## src/logic/tsa_pkg.sv

```systemverilog
// Purpose: shared constants and types of the thermal sensor alert control
// Assumes: one clock (mclk, 250 MHz), synchronous active-high reset
// Notes:   temperatures are signed 8-bit degrees
package tsa_pkg;
   localparam int unsigned TEMP_W = 8;
   // register map, plain port address
   localparam logic [2:0] ADDR_CFG    = 3'h0;
   localparam logic [2:0] ADDR_HI_THR = 3'h1;
   localparam logic [2:0] ADDR_LO_THR = 3'h2;
   localparam logic [2:0] ADDR_DIODE  = 3'h3;
   localparam logic [2:0] ADDR_LOCAL  = 3'h4;
   localparam logic [2:0] ADDR_STAT   = 3'h5;
   localparam logic [2:0] ADDR_IMASK  = 3'h6;
   localparam logic [2:0] ADDR_CMD    = 3'h7;
   // configuration fields
   localparam int unsigned CFG_MASK_BIT = 7;
   localparam int unsigned CFG_HALT_BIT = 6;
   localparam logic [7:0]  CFG_RESET    = 8'h00;
   localparam logic [7:0]  CFG_WR_MASK  = 8'hc0;
   localparam logic [7:0]  HI_THR_RESET = 8'h7f;
   localparam logic [7:0]  LO_THR_RESET = 8'h80;
   localparam logic [7:0]  IMASK_RESET  = 8'h00;
   // status bits
   localparam int unsigned ST_CONV_DONE = 0;
   localparam int unsigned ST_ALERT     = 1;
   localparam int unsigned ST_ONESHOT   = 2;
   localparam int unsigned ST_W         = 3;
   // conversion time
   localparam int unsigned CONV_TIME_NS = 1000;
   localparam int unsigned CLK_PERIOD_NS = 4;
   localparam int unsigned CONV_CYCLES  = (CONV_TIME_NS + CLK_PERIOD_NS - 1) / CLK_PERIOD_NS;

   typedef enum logic [1:0] {
      TSA_IDLE = 2'b00,
      TSA_CONV = 2'b01,
      TSA_DONE = 2'b11
   } tsa_state_t;

   typedef struct packed {
      logic [7:0] diode;
      logic [7:0] local_t;
   } tsa_temps_t;
endpackage

```

## src/logic/tsa_ctrl.sv

```systemverilog
// Purpose: alert and conversion control of a thermal sensor
// Assumes: raw temperature inputs are asynchronous and pass two flip-flops
// Notes:   out-of-window alert, auto/standby conversion, interrupt status
// Summary of operation
// - alert when either temperature leaves threshold window
// - equal to threshold may alert; we do not
// - halt bit six resets zero, auto-convert
// - halt set stops auto conversion at once, standby
// - one-shot command converts while in standby
// - mask bit seven resets zero, blocks alert pin, not alert status
`timescale 1ns/1ns
`default_nettype none
module tsa_ctrl
#(
   parameter int unsigned CONV_CYC = tsa_pkg::CONV_CYCLES
)
(
   input  wire logic                mclk,
   input  wire logic                sys_rst,
   input  wire tsa_pkg::tsa_temps_t temps_raw,
   input  wire logic [2:0]          reg_addr,
   input  wire logic [7:0]          reg_wdata,
   input  wire logic                reg_wr,
   input  wire logic                reg_rd,
   output logic [7:0]               reg_rdata,
   output logic                     smb_alert_n,
   output logic                     irq,
   output logic                     standby
);
   tsa_pkg::tsa_temps_t temps_s1_reg;
   tsa_pkg::tsa_temps_t temps_s2_reg;
   tsa_pkg::tsa_temps_t result_reg;
   tsa_pkg::tsa_state_t state_reg;
   logic [7:0]          cfg_reg;
   logic [7:0]          hi_reg;
   logic [7:0]          lo_reg;
   logic [7:0]          imask_reg;
   logic [tsa_pkg::ST_W-1:0] stat_reg;
   logic [15:0]         cnt_reg;
   logic                oneshot_req_reg;
   logic                out_win;
   logic                halt;
   logic                wr_cmd;
   logic                done_pulse;
   logic                alert_rise;
   logic                alert_q_reg;
   logic                shot_run_reg;

   assign halt   = cfg_reg[tsa_pkg::CFG_HALT_BIT];
   assign wr_cmd = reg_wr && (reg_addr == tsa_pkg::ADDR_CMD);

   // two-stage synchroniser for the analog front end outputs
   always_ff @(posedge mclk)
   begin
      temps_s1_reg <= temps_raw;
      temps_s2_reg <= temps_s1_reg;
   end

   // configuration: reserved bits are held at zero whatever is written
   always_ff @(posedge mclk)
   begin
      if (sys_rst)
      begin
         cfg_reg   <= tsa_pkg::CFG_RESET;
         hi_reg    <= tsa_pkg::HI_THR_RESET;
         lo_reg    <= tsa_pkg::LO_THR_RESET;
         imask_reg <= tsa_pkg::IMASK_RESET;
      end
      else if (reg_wr)
      begin
         case (reg_addr)
            tsa_pkg::ADDR_CFG:    cfg_reg <= reg_wdata & tsa_pkg::CFG_WR_MASK;
            tsa_pkg::ADDR_HI_THR: hi_reg <= reg_wdata;
            tsa_pkg::ADDR_LO_THR: lo_reg <= reg_wdata;
            tsa_pkg::ADDR_IMASK:  imask_reg <= reg_wdata;
            default:              ;
         endcase
      end
   end

   // one-shot request: held until the converter next reaches idle, taken there only in standby
   always_ff @(posedge mclk)
   begin
      if (sys_rst)
         oneshot_req_reg <= 1'b0;
      else if (wr_cmd)
         oneshot_req_reg <= 1'b1;
      else if (state_reg == tsa_pkg::TSA_IDLE)
         oneshot_req_reg <= 1'b0;
   end

   // converter: auto mode restarts forever, standby waits for one-shot
   always_ff @(posedge mclk)
   begin
      if (sys_rst)
      begin
         state_reg <= tsa_pkg::TSA_IDLE;
         cnt_reg   <= 16'h0000;
      end
      else
      begin
         case (state_reg)
            tsa_pkg::TSA_IDLE:
            begin
               if (!halt || oneshot_req_reg)
               begin
                  state_reg <= tsa_pkg::TSA_CONV;
                  cnt_reg   <= 16'h0000;
               end
            end
            tsa_pkg::TSA_CONV:
            begin
               // a halt write aborts auto conversion immediately
               if (halt && !shot_run_reg)
                  state_reg <= tsa_pkg::TSA_IDLE;
               else if (cnt_reg == 16'(CONV_CYC - 1))
                  state_reg <= tsa_pkg::TSA_DONE;
               else
                  cnt_reg <= cnt_reg + 16'h0001;
            end
            tsa_pkg::TSA_DONE:
               state_reg <= tsa_pkg::TSA_IDLE;
            default:
               state_reg <= tsa_pkg::TSA_IDLE;
         endcase
      end
   end

   assign done_pulse = (state_reg == tsa_pkg::TSA_DONE);

   // result latch on completion; standby result stays until next
   always_ff @(posedge mclk)
   begin
      if (sys_rst)
         result_reg <= '0;
      else if (done_pulse)
         result_reg <= temps_s2_reg;
   end

   // strict compare: equality never alerts, simplest legal choice
   assign out_win = ($signed(result_reg.diode) > $signed(hi_reg))
                 || ($signed(result_reg.diode) < $signed(lo_reg))
                 || ($signed(result_reg.local_t) > $signed(hi_reg))
                 || ($signed(result_reg.local_t) < $signed(lo_reg));

   always_ff @(posedge mclk)
   begin
      if (sys_rst)
      begin
         smb_alert_n <= 1'b1;
         alert_q_reg <= 1'b0;
      end
      else
      begin
         smb_alert_n <= !(out_win && !cfg_reg[tsa_pkg::CFG_MASK_BIT]);
         alert_q_reg <= out_win;
      end
   end

   assign alert_rise = out_win && !alert_q_reg;

   // sticky status, write one to clear; a new event wins over the clear
   always_ff @(posedge mclk)
   begin
      if (sys_rst)
         stat_reg <= '0;
      else
      begin
         for (int i = 0; i < int'(tsa_pkg::ST_W); i++)
         begin
            if ((i == tsa_pkg::ST_CONV_DONE && done_pulse)
                || (i == tsa_pkg::ST_ALERT && alert_rise)
                || (i == tsa_pkg::ST_ONESHOT && done_pulse && shot_run_reg))
               stat_reg[i] <= 1'b1;
            else if (reg_wr && reg_addr == tsa_pkg::ADDR_STAT && reg_wdata[i])
               stat_reg[i] <= 1'b0;
         end
      end
   end

   always_ff @(posedge mclk)
   begin
      if (sys_rst)
      begin
         irq     <= 1'b0;
         standby <= 1'b0;
      end
      else
      begin
         irq     <= |(stat_reg & imask_reg[tsa_pkg::ST_W-1:0]);
         standby <= halt && (state_reg == tsa_pkg::TSA_IDLE);
      end
   end

   // read port, data in the cycle after the strobe only
   always_ff @(posedge mclk)
   begin
      if (sys_rst || !reg_rd)
         reg_rdata <= 8'h00;
      else
      begin
         case (reg_addr)
            tsa_pkg::ADDR_CFG:    reg_rdata <= cfg_reg;
            tsa_pkg::ADDR_HI_THR: reg_rdata <= hi_reg;
            tsa_pkg::ADDR_LO_THR: reg_rdata <= lo_reg;
            tsa_pkg::ADDR_DIODE:  reg_rdata <= result_reg.diode;
            tsa_pkg::ADDR_LOCAL:  reg_rdata <= result_reg.local_t;
            tsa_pkg::ADDR_STAT:   reg_rdata <= {5'h00, stat_reg};
            tsa_pkg::ADDR_IMASK:  reg_rdata <= imask_reg;
            default:              reg_rdata <= 8'h00;
         endcase
      end
   end

   // a one-shot conversion survives the halt bit; an auto conversion does not
   always_ff @(posedge mclk)
   begin
      if (sys_rst)
         shot_run_reg <= 1'b0;
      else if (state_reg == tsa_pkg::TSA_IDLE)
         shot_run_reg <= halt && oneshot_req_reg;
   end

   // checks are gathered after all the logic they guard; covers mark the main scenarios
   AST_ALERT_OUT: assert property (@(posedge mclk) disable iff (sys_rst)
      ##1 smb_alert_n == !($past(out_win) && !$past(cfg_reg[tsa_pkg::CFG_MASK_BIT])))
      else $error("alert pin disagrees with window");
   AST_MASK_BLOCKS: assert property (@(posedge mclk) disable iff (sys_rst)
      cfg_reg[tsa_pkg::CFG_MASK_BIT] |=> smb_alert_n)
      else $error("masked alert asserted");
   AST_EQ_NO_ALERT: assert property (@(posedge mclk) disable iff (sys_rst)
      ($signed(result_reg.diode) <= $signed(hi_reg)
      && $signed(result_reg.diode) >= $signed(lo_reg)
      && $signed(result_reg.local_t) <= $signed(hi_reg)
      && $signed(result_reg.local_t) >= $signed(lo_reg)) |=> smb_alert_n)
      else $error("in-window reading alerted");
   AST_AUTO_RUNS: assert property (@(posedge mclk) disable iff (sys_rst)
      (!halt && state_reg == tsa_pkg::TSA_IDLE) |=> state_reg == tsa_pkg::TSA_CONV)
      else $error("auto mode idle");
   AST_RSV_ZERO: assert property (@(posedge mclk) disable iff (sys_rst)
      cfg_reg[5:0] == 6'h00)
      else $error("reserved bits set");
   AST_ONESHOT: assert property (@(posedge mclk) disable iff (sys_rst)
      (halt && oneshot_req_reg && state_reg == tsa_pkg::TSA_IDLE)
      |=> state_reg == tsa_pkg::TSA_CONV)
      else $error("one-shot ignored");
   AST_STAY_STANDBY: assert property (@(posedge mclk) disable iff (sys_rst)
      ((done_pulse || state_reg == tsa_pkg::TSA_IDLE) && halt && !oneshot_req_reg)
      |=> state_reg == tsa_pkg::TSA_IDLE)
      else $error("left standby");
   AST_STANDBY_OUT: assert property (@(posedge mclk) disable iff (sys_rst)
      (halt && state_reg == tsa_pkg::TSA_IDLE) |=> standby)
      else $error("standby flag missing");
   AST_HALT_STOPS: assert property (@(posedge mclk) disable iff (sys_rst)
      (halt && !shot_run_reg && state_reg == tsa_pkg::TSA_CONV)
      |=> state_reg == tsa_pkg::TSA_IDLE)
      else $error("conversion ran on after halt");
   AST_SHOT_RUNS: assert property (@(posedge mclk) disable iff (sys_rst)
      (shot_run_reg && state_reg == tsa_pkg::TSA_CONV)
      |=> state_reg != tsa_pkg::TSA_IDLE)
      else $error("one-shot conversion cut short");
   AST_RESULT_TAKE: assert property (@(posedge mclk) disable iff (sys_rst)
      done_pulse |=> result_reg == $past(temps_s2_reg))
      else $error("result not updated");
   AST_RESULT_HOLD: assert property (@(posedge mclk) disable iff (sys_rst)
      !done_pulse |=> $stable(result_reg))
      else $error("result changed without conversion");
   AST_STANDBY_LOW: assert property (@(posedge mclk) disable iff (sys_rst)
      !halt |=> !standby)
      else $error("standby shown in auto mode");
   AST_ALERT_STAT: assert property (@(posedge mclk) disable iff (sys_rst)
      alert_rise |=> stat_reg[tsa_pkg::ST_ALERT])
      else $error("alert event not recorded");
   AST_STAT_CLEAR: assert property (@(posedge mclk) disable iff (sys_rst)
      (reg_wr && reg_addr == tsa_pkg::ADDR_STAT && reg_wdata[tsa_pkg::ST_ALERT] && !alert_rise)
      |=> !stat_reg[tsa_pkg::ST_ALERT])
      else $error("alert status not cleared");
   AST_IRQ_LEVEL: assert property (@(posedge mclk) disable iff (sys_rst)
      ##1 irq == (|$past(stat_reg & imask_reg[tsa_pkg::ST_W-1:0])))
      else $error("interrupt level wrong");
   AST_CFG_READ: assert property (@(posedge mclk) disable iff (sys_rst)
      (reg_rd && reg_addr == tsa_pkg::ADDR_CFG) |=> reg_rdata[5:0] == 6'h00)
      else $error("reserved bits read back set");
   AST_CONV_CNT: assert property (@(posedge mclk) disable iff (sys_rst)
      state_reg == tsa_pkg::TSA_CONV |-> cnt_reg < 16'(CONV_CYC))
      else $error("conversion counter overran");
   AST_DONE_ONE: assert property (@(posedge mclk) disable iff (sys_rst)
      done_pulse |=> !done_pulse)
      else $error("completion lasted more than one cycle");
   AST_ONESHOT_STAT: assert property (@(posedge mclk) disable iff (sys_rst)
      (done_pulse && shot_run_reg) |=> stat_reg[tsa_pkg::ST_ONESHOT])
      else $error("one-shot completion not recorded");
   COV_ALERT: cover property (@(posedge mclk) disable iff (sys_rst) !smb_alert_n);
   COV_ONESHOT: cover property (@(posedge mclk) disable iff (sys_rst) done_pulse && shot_run_reg);
   COV_IRQ: cover property (@(posedge mclk) disable iff (sys_rst) irq);
   COV_HALT_ABORT: cover property (@(posedge mclk) disable iff (sys_rst) halt && !shot_run_reg && state_reg == tsa_pkg::TSA_CONV);
   COV_EQUAL: cover property (@(posedge mclk) disable iff (sys_rst) result_reg.diode == hi_reg);
endmodule
`default_nettype wire

```

## config.mk

```make
export PLATFORM = sky130hd
export DESIGN_NAME = tsa_ctrl
export DESIGN_NICKNAME = d
export VERILOG_FILES = /design/src/logic/tsa_pkg.sv /design/src/logic/tsa_ctrl.sv
export SDC_FILE = /design/constraint.sdc
export NUM_CORES = 1
export LEC_CHECK = 0
export CORE_ASPECT_RATIO = 0.6
export CORE_MARGIN = 1
export CORE_UTILIZATION = 30
export CTS_BUF_LIST = sky130_fd_sc_hd__clkbuf_8
export CTS_CLUSTER_SIZE = 28
export DETAILED_ROUTE_END_ITERATION = 16
export DONT_BUFFER_PORTS = 1
export HOLD_SLACK_MARGIN = 0.1
export PLACE_DENSITY = 0.48
export SLEW_MARGIN = 25
export SYNTH_ARGS = -nofsm -noshare
export SYNTH_HDL_FRONTEND = slang
export SYNTH_SLANG_ARGS = --single-unit
export TNS_END_PERCENT = 10
```

## constraint.sdc

```tcl
create_clock -name mclk -period 2 [get_ports mclk]
set_input_delay 0.2 -clock mclk [delete_from_list [all_inputs] [get_ports mclk]]
set_output_delay 0.2 -clock mclk [all_outputs]
set_load 0.05 [all_outputs]
```

==> results.toml <==
[run_status]
status = "completed"

[synth]
ys.flop_type = "dfxtp_1"
synth_seq_cells = 109
synth_fp_nets = 570
async_reset_ff_frac = 0
synthCells = 507
syn_area_um2 = 4630
yosysSeqAreaShare = 0.471
synth_cell_types = 51
syn_area_per_cell_um2 = 9.14
yosys_warnings = 0
synth_edf_count = 0

[clock_tree]
clock_path_buffers = 2
cts_buffers = 9
cts-htree-levels = 3
cts_tree = "yes"
clkSinkCount = 109
insertion_delay_ns = 0.38
path_clk_slew_ns = 0.11
cts-root-buf = "clkbuf_8"

[global_route]
grt_pass1_wl_um = 20600
grt.total_usage = 0.170
grt_max_degree = 49
grt_pass1_vias = 3646
antenna_found_initial = 0
grt-ovfl-total = 0

[placed_design]
io_buffers = 0
place_ws_ns = -0.0815
dpl.cell_count = 701
dp_hpwl_um = 9360
placed_area_um2 = 4930
gp_congestion = 0.910

[timing]
setup_violations = 0
clock.fmax_mhz = 516
fin_crit_sh = 0.969
tns_ns = 0
drv_slew = 0
rsz0062_at_grt = "no"
slew_headroom = 0.575
hold_viol_final = 0
fin_skew_ns = 0.0101
setup_slack_ns = 0.0626
min_period_ns = 1.94
worstMarginPinSlew_ns = 0.636

[route]
wl_um = 13100
ant_nets = 0
firstDrtPassIters = 4
routed_via_density = 5.09
drt_iter0_drc = 210
wl_per_cell_um = 17.5
vias = 3800
drc = 0

[cells_and_area]
synthToLayoutAreaGrowth_pct = 19.7
final_nets = 607
layout_common_cells = "dfxtp_1, nand2_1, a21oi_1"
diodes = 0
final_util = 0.376
postLayoutCellArea_um2 = 5550
final_common_cell = "dfxtp_1"
drive_above_1_share = 0.126
final_cell_count_no_fill = 747

[floorplan]
num_rows = 34
coreArea_um2 = 14800
io_pins = 42
die_h_um = 98.3
die-area_um2 = 16000
initial_core_util = 0.314
die_w_um = 162

[critical_path]
r2r_cells = 6
end_kind = "flip-flop"
r2r_start = "result_reg[7]"
crit_required_ns = 2.28
r2r_slack_ns = 0.10
criticalPathCategory = "input port to flip-flop"
crit_arrival_ns = 2.22
crit_start = "reg_addr[1]"
r2r_end = "smb_alert_n"
start_kind = "input port"
cp_max_fo = 14

[hold_path]
min_path_cells = 3
worst_hold_path.endpoint = "cfg_reg[6]"
hold_class = "input port to flip-flop"
worstHoldStart = "reg_addr[0]"

[power_and_ir_drop]
p_leak_nw = 2.05
vdd_drop_max_v = 0.000356
powerDensity_nw_per_um2 = 687

[job]
maxCapViolations = 0
[layout make-up]
| type | count | area [um2] |
|---|---|---|
| sequential | 109 | 2190 |
| timing repair buffer | 51 | 468 |
| clock inverter | 6 | 43.8 |
| tap | 198 | 248 |
| clock buffer | 10 | 138 |
| multi-input combinational | 348 | 2360 |
| fill | 1496 | 9220 |
| inverter | 25 | 93.8 |
[logic make-up after synthesis]
group	after synthesis	share of synthesized area
and+or+nand+nor	165	0.167
AOI/OAI and AO/OA	120	0.167
DFF	109	0.471
buffers and inverters	50	0.0435
adders and majority gates	32	0.0864
muxes	21	0.0459
xor gates and xnor gates	10	0.0189
[how the worst max path moves through the flow]
stage                       end  slack (ns)
floorplan           smb_alert_n        0.27
global placement    stat_reg[1]       -0.07
detailed placement  stat_reg[1]       -0.08
CTS                 smb_alert_n       0.003
global route        stat_reg[1]        0.02
finish               cfg_reg[7]        0.06
[synth_stat cells (6+ instances only)]
library cell    n  area [um2]
xor2_1          9        78.8
o21ai_0        10        50.1
nand2_1        76         285
nor2b_1         9        56.3
nand2b_1        7        43.8
o211ai_1       15         113
nand3_1         6        30.0
nor2_1         32         120
mux2i_1        19         190
ha_1           32         400
inv_1          24        90.1
nand4_1         7        43.8
clkbuf_1       14        52.6
a211oi_1        7        52.6
a21oi_1        52         260
dfxtp_1       109        2180
a221oi_1        6        52.6
[where the power goes]
part | switching [W] | internal [W] | leakage (nW) | total, W
Combinational | 0.000138 | 0.000113 | 1.06 | 0.000251
Clock | 0.000777 | 0.000497 | 0.0935 | 0.00127
Sequential | 0.0000536 | 0.00223 | 0.895 | 0.00228
Total | 0.000969 | 0.00284 | 2.05 | 0.00381
[worst max-delay path, stage by stage]
cell           delay [ns]
dlygate4sd3_1        0.75
nor3_1               0.44
mux2i_1              0.22
dlygate4sd3_1        0.56
nor2_1               0.04
[routing by layer]
metal,share of wire,vias up,track usage
li1,-,1864,-
met1,0.56,1827,0.275
met2,0.37,100,0.216
met3,0.061,9,0.0438
met4,0.0065,0,0.0356
met5,0,-,0
[metrics by stage]
step           hold slack, ns  total power (W)
2_1_floorplan           0.228          0.00247
4_1_cts                 0.113          0.00385
3_3_place_gp            0.228          0.00249
3_5_place_dp            0.228          0.00249
5_1_grt                 0.121          0.00398
6_report                0.125          0.00381
[timing repair]
action	4_1_cts	5_1_grt
setup endpoints to repair	3	4
pin swaps	0	7
resized for setup	3	26
gates cloned	0	0
buffers inserted	0	1
hold buffers	30	0
hold endpoints to repair	79	0
No activity file was read; power rests on OpenSTA's default activity.
